===== src/core/ccpc_pkg.sv =====
// What this block does
// - Doubler bit enables multiplier; reserved seven bits.
// - Low-power mode is bits six and three.
// - Mode 01 sleeps to idle, 10 to standby.
// - Mode 11 standby exits after 64 cycles.
// - Wakeup bit clear ignores bus request.
// - Wakeup bit set lets bus request exit idle or standby.
package ccpc_pkg;

    // ----------------------------------------------------------------
    // Register map
    // ----------------------------------------------------------------
    // Only the low six address bits are decoded; the top two are don't-care.
    localparam int IO_DECODE_BITS = 6;
    localparam logic [5:0] CLOCK_DOUBLER_CONTROL_ADDR = 6'h1e;
    localparam logic [5:0] PROCESSOR_CLOCK_POWER_CONTROL_ADDR = 6'h1f;

    // Clock doubler control fields and read-back value of reserved bits.
    localparam int DOUBLER_ENABLE_BIT = 7;
    localparam logic DOUBLER_ENABLE_RESET = 1'b0;
    localparam logic [6:0] DOUBLER_RESERVED_READ = 7'h7f;

    // Processor clock and power control fields.
    localparam int CLOCK_DIVIDE_BIT = 7;
    localparam int MODE_HIGH_BIT = 6;
    localparam int BUS_REQUEST_WAKEUP_BIT = 5;
    localparam int REDUCED_DRIVE_CLOCK_OUT_BIT = 4;
    localparam int MODE_LOW_BIT = 3;
    localparam int REDUCED_DRIVE_IO_BIT = 2;
    localparam int REDUCED_DRIVE_CONTROL_PINS_BIT = 1;
    localparam int REDUCED_DRIVE_BUS_PINS_BIT = 0;
    localparam logic [7:0] PROCESSOR_CLOCK_POWER_CONTROL_RESET = 8'h00;

    // Value returned for an unmapped address.
    localparam logic [7:0] UNMAPPED_READ = 8'h00;

    // ----------------------------------------------------------------
    // Low-power modes and timing
    // ----------------------------------------------------------------
    localparam logic [1:0] MODE_NONE = 2'h0;
    localparam logic [1:0] MODE_IDLE = 2'h1;
    localparam logic [1:0] MODE_STANDBY = 2'h2;
    localparam logic [1:0] MODE_STANDBY_QUICK = 2'h3;

    localparam int TIMER_WIDTH = 16;
    localparam logic [15:0] QUICK_RECOVERY_CYCLES = 16'h0040;
    localparam logic [15:0] TIMER_ONE = 16'h0001;
    localparam logic [15:0] TIMER_ZERO = 16'h0000;

    // One-hot power states.
    typedef enum logic [4:0] {
        ST_RUN = 5'h01,
        ST_SLEEP = 5'h02,
        ST_IDLE = 5'h04,
        ST_STANDBY = 5'h08,
        ST_RECOVER = 5'h10
    } ccpc_state_e;

endpackage : ccpc_pkg


===== src/core/ccpc_top.sv =====
`timescale 1ns/1ps
module ccpc_top #(
    // Cycles of ordinary standby recovery; shorten it in simulation.
    parameter logic [15:0] NORMAL_RECOVERY_CYCLES = 16'h1000
) (
    // Clock and reset
    input wire logic ref_clk_in,
    input wire logic rst_in,
    // Internal I/O register port
    input wire logic [7:0] io_addr_in,
    input wire logic io_wr_in,
    input wire logic io_rd_in,
    input wire logic [7:0] io_wdata_in,
    output logic [7:0] io_rdata_out,
    output logic io_hit_out,
    // Core events
    input wire logic sleep_in,
    input wire logic wake_event_in,
    input wire logic external_bus_request_in,
    // Clock control
    output logic clock_doubling_enable_out,
    output logic system_clock_undivided_out,
    // Drive strength control
    output logic reduced_drive_clock_out_out,
    output logic reduced_drive_io_out,
    output logic reduced_drive_control_pins_out,
    output logic reduced_drive_bus_pins_out,
    // Power state
    output logic [1:0] low_power_mode_out,
    output logic cpu_run_out,
    output logic sleeping_out,
    output logic idle_out,
    output logic standby_out,
    output logic recovering_out
);

    // ----------------------------------------------------------------
    // Register storage and decode
    // ----------------------------------------------------------------
    logic doubler_enable;
    logic [7:0] power_control;
    logic [5:0] reg_addr;
    logic sel_doubler;
    logic sel_power;
    logic [7:0] next_rdata;
    logic [1:0] mode_sel;
    logic external_bus_request_exit;
    logic exit_request;
    logic quick_standby;
    ccpc_pkg::ccpc_state_e state;
    ccpc_pkg::ccpc_state_e next_state;
    logic timer_load;
    logic [15:0] timer_value;
    logic [15:0] timer_count;
    logic timer_done;

    // The upper address bits are ignored so the block answers on every mirror.
    assign reg_addr = io_addr_in[ccpc_pkg::IO_DECODE_BITS-1:0];
    assign sel_doubler = (reg_addr == ccpc_pkg::CLOCK_DOUBLER_CONTROL_ADDR);
    assign sel_power = (reg_addr == ccpc_pkg::PROCESSOR_CLOCK_POWER_CONTROL_ADDR);
    assign io_hit_out = sel_doubler | sel_power;

    // Only the doubler bit is stored; reserved bits keep no state.
    always_ff @(posedge ref_clk_in or posedge rst_in) begin
        if (rst_in) begin
            doubler_enable <= ccpc_pkg::DOUBLER_ENABLE_RESET;
        end else if (io_wr_in && sel_doubler) begin
            doubler_enable <= io_wdata_in[ccpc_pkg::DOUBLER_ENABLE_BIT];
        end
    end

    // All eight control bits are plain read/write storage.
    always_ff @(posedge ref_clk_in or posedge rst_in) begin
        if (rst_in) begin
            power_control <= ccpc_pkg::PROCESSOR_CLOCK_POWER_CONTROL_RESET;
        end else if (io_wr_in && sel_power) begin
            power_control <= io_wdata_in;
        end
    end

    // Read mux; reserved doubler bits read back as ones.
    always_comb begin
        next_rdata = ccpc_pkg::UNMAPPED_READ;
        if (sel_doubler) begin
            next_rdata = {doubler_enable, ccpc_pkg::DOUBLER_RESERVED_READ};
        end else if (sel_power) begin
            next_rdata = power_control;
        end
    end

    // Read data is registered so it is stable for the whole cycle after the strobe.
    always_ff @(posedge ref_clk_in or posedge rst_in) begin
        if (rst_in) begin
            io_rdata_out <= ccpc_pkg::UNMAPPED_READ;
        end else if (io_rd_in) begin
            io_rdata_out <= next_rdata;
        end
    end

    // ----------------------------------------------------------------
    // Control outputs
    // ----------------------------------------------------------------
    // Outputs come straight from register bits, so a write shows one cycle later.
    assign clock_doubling_enable_out = doubler_enable;
    assign system_clock_undivided_out = power_control[ccpc_pkg::CLOCK_DIVIDE_BIT];
    assign reduced_drive_clock_out_out = power_control[ccpc_pkg::REDUCED_DRIVE_CLOCK_OUT_BIT];
    assign reduced_drive_io_out = power_control[ccpc_pkg::REDUCED_DRIVE_IO_BIT];
    assign reduced_drive_control_pins_out = power_control[ccpc_pkg::REDUCED_DRIVE_CONTROL_PINS_BIT];
    assign reduced_drive_bus_pins_out = power_control[ccpc_pkg::REDUCED_DRIVE_BUS_PINS_BIT];

    // The mode is split over two bits that are not neighbours.
    assign mode_sel = {power_control[ccpc_pkg::MODE_HIGH_BIT], power_control[ccpc_pkg::MODE_LOW_BIT]};
    assign low_power_mode_out = mode_sel;

    // ----------------------------------------------------------------
    // Power state machine
    // ----------------------------------------------------------------
    // A bus request only counts as a wake source when software allows it.
    assign external_bus_request_exit = external_bus_request_in && power_control[ccpc_pkg::BUS_REQUEST_WAKEUP_BIT];
    assign exit_request = wake_event_in || external_bus_request_exit;

    always_comb begin
        next_state = state;
        case (state)
            ccpc_pkg::ST_RUN: begin
                if (sleep_in) begin
                    case (mode_sel)
                        ccpc_pkg::MODE_IDLE: next_state = ccpc_pkg::ST_IDLE;
                        ccpc_pkg::MODE_STANDBY: next_state = ccpc_pkg::ST_STANDBY;
                        ccpc_pkg::MODE_STANDBY_QUICK: next_state = ccpc_pkg::ST_STANDBY;
                        default: next_state = ccpc_pkg::ST_SLEEP;
                    endcase
                end
            end
            ccpc_pkg::ST_SLEEP: begin
                if (wake_event_in) begin
                    next_state = ccpc_pkg::ST_RUN;
                end
            end
            ccpc_pkg::ST_IDLE: begin
                if (exit_request) begin
                    next_state = ccpc_pkg::ST_RUN;
                end
            end
            ccpc_pkg::ST_STANDBY: begin
                if (exit_request) begin
                    next_state = ccpc_pkg::ST_RECOVER;
                end
            end
            ccpc_pkg::ST_RECOVER: begin
                if (timer_done) begin
                    next_state = ccpc_pkg::ST_RUN;
                end
            end
            default: next_state = ccpc_pkg::ST_RUN;
        endcase
    end

    always_ff @(posedge ref_clk_in or posedge rst_in) begin
        if (rst_in) begin
            state <= ccpc_pkg::ST_RUN;
        end else begin
            state <= next_state;
        end
    end

    // The recovery kind is latched at sleep, so a later register write cannot alter it.
    always_ff @(posedge ref_clk_in or posedge rst_in) begin
        if (rst_in) begin
            quick_standby <= 1'b0;
        end else if (state == ccpc_pkg::ST_RUN && sleep_in) begin
            quick_standby <= (mode_sel == ccpc_pkg::MODE_STANDBY_QUICK);
        end
    end

    // State flags are decodes of one-hot flip-flops, so they are glitch free.
    assign cpu_run_out = (state == ccpc_pkg::ST_RUN);
    assign sleeping_out = (state == ccpc_pkg::ST_SLEEP);
    assign idle_out = (state == ccpc_pkg::ST_IDLE);
    assign standby_out = (state == ccpc_pkg::ST_STANDBY);
    assign recovering_out = (state == ccpc_pkg::ST_RECOVER);

    // ----------------------------------------------------------------
    // Recovery timer
    // ----------------------------------------------------------------
    // Loaded one short, so the recover state lasts exactly the full count.
    assign timer_load = (state == ccpc_pkg::ST_STANDBY) && exit_request;
    assign timer_value = quick_standby ? (ccpc_pkg::QUICK_RECOVERY_CYCLES - ccpc_pkg::TIMER_ONE)
                                       : (NORMAL_RECOVERY_CYCLES - ccpc_pkg::TIMER_ONE);

    ccpc_wake_timer u_wake_timer (
        .ref_clk_in(ref_clk_in),
        .rst_in(rst_in),
        .load_in(timer_load),
        .load_value_in(timer_value),
        .count_out(timer_count),
        .done_out(timer_done)
    );
endmodule : ccpc_top


===== src/core/ccpc_wake_timer.sv =====
`timescale 1ns/1ps
module ccpc_wake_timer (
    // Clock and reset
    input wire logic ref_clk_in,
    input wire logic rst_in,
    // Load request
    input wire logic load_in,
    input wire logic [15:0] load_value_in,
    // Status
    output logic [15:0] count_out,
    output logic done_out
);

    // ----------------------------------------------------------------
    // Down counter
    // ----------------------------------------------------------------
    // Counts down to zero and stays there; a load always wins over counting.
    always_ff @(posedge ref_clk_in or posedge rst_in) begin
        if (rst_in) begin
            count_out <= ccpc_pkg::TIMER_ZERO;
        end else if (load_in) begin
            count_out <= load_value_in;
        end else if (count_out != ccpc_pkg::TIMER_ZERO) begin
            count_out <= count_out - ccpc_pkg::TIMER_ONE;
        end
    end

    // Done is a plain decode so the state machine can leave on the last count.
    assign done_out = (count_out == ccpc_pkg::TIMER_ZERO);

endmodule : ccpc_wake_timer


===== config.mk =====
export PLATFORM = sky130hd
export DESIGN_NAME = ccpc_top
export DESIGN_NICKNAME = d
export VERILOG_FILES = /design/src/core/ccpc_pkg.sv /design/src/core/ccpc_top.sv /design/src/core/ccpc_wake_timer.sv
export SDC_FILE = /design/constraint.sdc
export NUM_CORES = 1
export LEC_CHECK = 0
export ABC_AREA = 0
export BUFFER_PORTS_ARGS = -buffer_cell sky130_fd_sc_hd__clkbuf_2
export CAP_MARGIN = 20
export CORE_MARGIN = 2
export CORE_UTILIZATION = 35
export DETAILED_ROUTE_END_ITERATION = 16
export PLACE_DENSITY = 0.6
export SLEW_MARGIN = 25
export SYNTH_ARGS = -nofsm -noshare
export SYNTH_HDL_FRONTEND = slang
export SYNTH_SLANG_ARGS = --single-unit

===== constraint.sdc =====
create_clock -name ref_clk_in -period 3 [get_ports ref_clk_in]
set_input_delay 0.75 -clock ref_clk_in [delete_from_list [all_inputs] [get_ports ref_clk_in]]
set_output_delay 0.75 -clock ref_clk_in [all_outputs]
set_load 0.05 [all_outputs]

# Word-level counts from Yosys, hierarchy flattened
# Cells that the tools add are included.
# op_classes
add_sub_neg	1
eq_ne	15
mux	12
bitwise	1
n_reduce_logical	11
# ops
cell	n
2-to-1 mux 16 bit	2
2-to-1 mux 5 bit	5
one-hot mux 5 bit (5 select lines)	1
zero test 16 bit	1
2-to-1 mux 8 bit	2
nonzero test 16 bit	1
subtractor 16 x 1 -> 16 bit (second input constant)	1
equality test 6 x 5 -> 1 bit (second input constant)	2
2-to-1 mux 12 bit	1
one-hot mux 4 bit (2 select lines)	1
!= test 2 x 1 -> 1 bit (second input constant)	3
equality test 5 x 1 -> 1 bit (second input constant)	1
equality test 5 x 2 -> 1 bit (second input constant)	1
equality test 5 x 3 -> 1 bit (second input constant)	1
equality test 5 x 4 -> 1 bit (second input constant)	1
equality test 5 bit (second input constant)	1
logical AND 1 bit	5
AND reduction 5 bit	1
equality test 2 bit (second input constant)	2
!= test 2 bit (second input constant)	2
equality test 2 x 1 -> 1 bit (second input constant)	1
nonzero test 2 bit	1
OR reduction 2 bit	1
logical OR 1 bit	1
bitwise OR 1 bit	1
# totals
regBits	39
inputBits	23
out_inout_bits	22
elab_cells	46

# Longest topological paths before layout
# logic_depth
word_depth	5
mapped_depth	7
depth_no_buf	6

# By module
# A second synthesis with hierarchy kept.
# unflattened
cells_unflattened	216
hier_area_um2	2138.3
# by_module_without_submodules
mod	instances	cells_per_inst	area_per_inst_um2	seq_area_each_um2
ccpc_top	1	114	1144.8	576.8
ccpc_wake_timer	1	102	993.5	400.4

# Least setup slack after synthesis
# OpenSTA, ideal clock, no wires.
# synth_path
path_kind	register to output
from	register state[3]
to	output port recovering_out
arrival_time_ns	2.024
t_required_ns	2.250
path_slack_ns	0.226
path_stages_with_launch	3
path_buffers	0
path_cell_list	dfrtp_1 > or3_1 > nor3b_1
# synth_via
elab_chain_len	1
# synth_lines
element	line_no	text
start, declared	ccpc_top.sv:50	ccpc_pkg::ccpc_state_e state;
start signal, assigned	ccpc_top.sv:161	state <= ccpc_pkg::ST_RUN;
start signal, assigned	ccpc_top.sv:163	state <= next_state;
equality test 5 bit	ccpc_top.sv:181	assign recovering_out = (state == ccpc_pkg::ST_RECOVER);
end, declared	ccpc_top.sv:34	output logic recovering_out
# Every way passes these cells.

# Worst setup path after layout
# Same ends and word-level chain as after synthesis.

==> reports/results.txt <==
relative slew slack = 52.4%
EDFF count, synth = 0
Finished Cell Area = 2450 um2
fin cells = 313
Final Setup Violations = 0
fin crit share = 86.6%
share of cells above drive strength 1 = 29.0%
outcome = completed
Routability Congestion = 0.812
critical-path cell list = or3_1, nor3b_1, clkbuf_2
TritonCTS Buffers = 5
Critical Path End Type = output port
setup TNS = 0 ps
cell area after synthesis = 2050 um2
DR DRC count = 0
DP Area = 2320 um2
WP data required = 2250 ps
Clock Skew = 8.25 ps
die footprint = 6480 um2
Synth cell types = 50
cell family with most CP delay = simple AND/OR/NAND/NOR gates
PortBufs = 42
Mean Syn Cell Area = 10.3 um2
post-synthesis register bit count = 39
Leak = 1.10 nW
root buf cell = clkbuf_8
# Post-CTS Setup Buffers = 0
Synth top cells by count = dfrtp_1, inv_1, nor2_1
utilization after layout = 43.9%
VDD IR max = 0.000473 V
Hold Path Class = flip-flop to flip-flop
Synth top area share = 46.4%
worst skew pair latency = 300 ps
Buf/Inv on CP = 1
Worst-path clk slew = 80 ps
Vias/cell = 5.10
worst slew pin tran = 710 ps
final wirelength = 4.36 mm
Hold-fix buffers, CTS = 0
kind of critical path = flip-flop to output port
Sink Count = 39
ys async rst share = 100%
CTS Buffer Depth = 2
post-detail-place hpwl = 3.11 mm
Primary FF master, synth = dfrtp_1
post-cts resize count = 0
post-synthesis sequential area ratio = 47.7%
1st-iter DRT viols = 136
Detail Route Antenna Nets = 0
f_max = 385 MHz
# H-tree levels = 2
Synth Warn # = 0
dpl cells = 305
Slew Limit Fails = 0
Syn Inst Count = 199
antenna diode count = 0
Horiz. Die Dim = 80.5 um
drt pass-1 iters = 4
Crit-path slowest cell = dfrtp_1
max cap viols = 0
Startpoint Class = flip-flop
Std-Cell Rows = 27
number of global-route vias before repair = 1467
GRT Total Usage = 14.5%
Die H = 80.5 um
Top Ports = 45
Via Count = 1596
mean routed wirelength per cell = 13.9 um
CP max stage delay = 440 ps
RSZ-0062 raised after global routing = false
top post-synthesis cells by area = dfrtp_1, mux2_2, nand2b_1
WP data arrival = 1850 ps
cell taking the most area after synthesis = dfrtp_1
Mapped Nets = 223
CTS tree = yes
largest net degree at the start of global routing = 40
Layout area overhead = 19.5%
Initial Util = 36.7%
Final #Nets = 264
power density cells = 816 nW/um2
Hold Vio Cnt, Final = 0
Core ar. = 5570 um2
global-route wire length before repair = 7.23 mm
fin crit period = 2600 ps
most frequent cell after synthesis = dfrtp_1
GR Overflow Total = 0
initial antenna violation count = 0
crit-path max FO = 6
-- logic make-up after synthesis --
logic type	Yosys count	share of synthesized area, %
xor+xnor	7	2.99
mux	14	7.45
simple gates	72	22.4
fa+ha+maj	1	0.611
buf+inv	23	4.70
compound gates	43	14.1
flops	39	47.7
-- final cells by class --
class | instances | area (um2)
Clock inverter | 2 | 60.1
Sequential cell | 39 | 977
Tap cell | 72 | 90.1
Timing Repair Buffer | 44 | 225
Multi-Input combinational cell | 137 | 975
Clock buffer | 6 | 72.6
Fill cell | 542 | 3130
Inverter | 13 | 48.8
-- sequential cells by signal, summed over array words and instances (netlist names) --
register,cells
u_wake_timer.count_out,16
io_rdata_out,8
quick_standby,1
state,5
power_control,8
clock_doubling_enable_out,1
-- layer usage --
layer | vias to the layer above | GRT usage, % | share of wire [%]
met5 | - | 0 | 0
met4 | 0 | 4.58 | 1.4
met3 | 5 | 3.48 | 2.9
met2 | 24 | 21.5 | 47
met1 | 767 | 20.9 | 49
li1 | 800 | - | -
-- path summary, 6_finish.rpt --
path / endpoint / slack [ps] / from / cells after the start
max: recovering_out / 400 / state[3] / 3
min: io_rdata_out[5] / 520 / io_rdata_out[5] / 2
max reg2reg: state[0] / 900 / u_wake_timer.count_out[0] / 6
min reg2reg: io_rdata_out[5] / 520 / io_rdata_out[5] / 2
max in group asynchronous: state[0] / 2080 / rst_in / 3
min in group asynchronous: io_rdata_out[0] / 540 / rst_in / 3
-- power by group --
group,switching (mW),leakage (nW),internal [mW]
Sequential,0.179,0.503,0.668
Combinational,0.365,0.530,0.266
Clock,0.187,0.0654,0.332
Total,0.731,1.10,1.27
-- tightest hold or removal path, stage by stage, from the launching register on --
cell and delay (ps):
dfrtp_1 380, inv_1 50, o21ai_0 60
-- placed cells by master, fill, tap and decap left out, types with 2 or more instances in the layout --
cell type,n
mux2i_1,4
bufinv_16,2
nor3_1,5
nand2_1,6
o21ai_0,11
o21ai_1,4
clkbuf_8,5
nand2b_1,9
o22ai_1,6
dfrtp_1,38
xor2_1,5
nand3b_1,3
clkbuf_2,42
nand3_1,11
xnor2_1,2
inv_1,13
nor4_2,2
o31ai_1,3
or4_1,3
and3_1,2
mux2_2,10
nand4b_1,4
and2_1,3
nor3b_1,2
nor2_1,12
a21oi_1,7
buf_4,2
and3b_1,2
-- through the flow --
step           worst slack [ps]  power [mW]  hold WS [ps]
3_3_place_gp                697        1.47           507
5_1_grt                     305        2.14           556
3_5_place_dp                705        1.49           517
2_1_floorplan               226        1.34           493
6_report                    403        2.00           521
4_1_cts                     370        2.01           528
(Power assumes the default switching activity.)
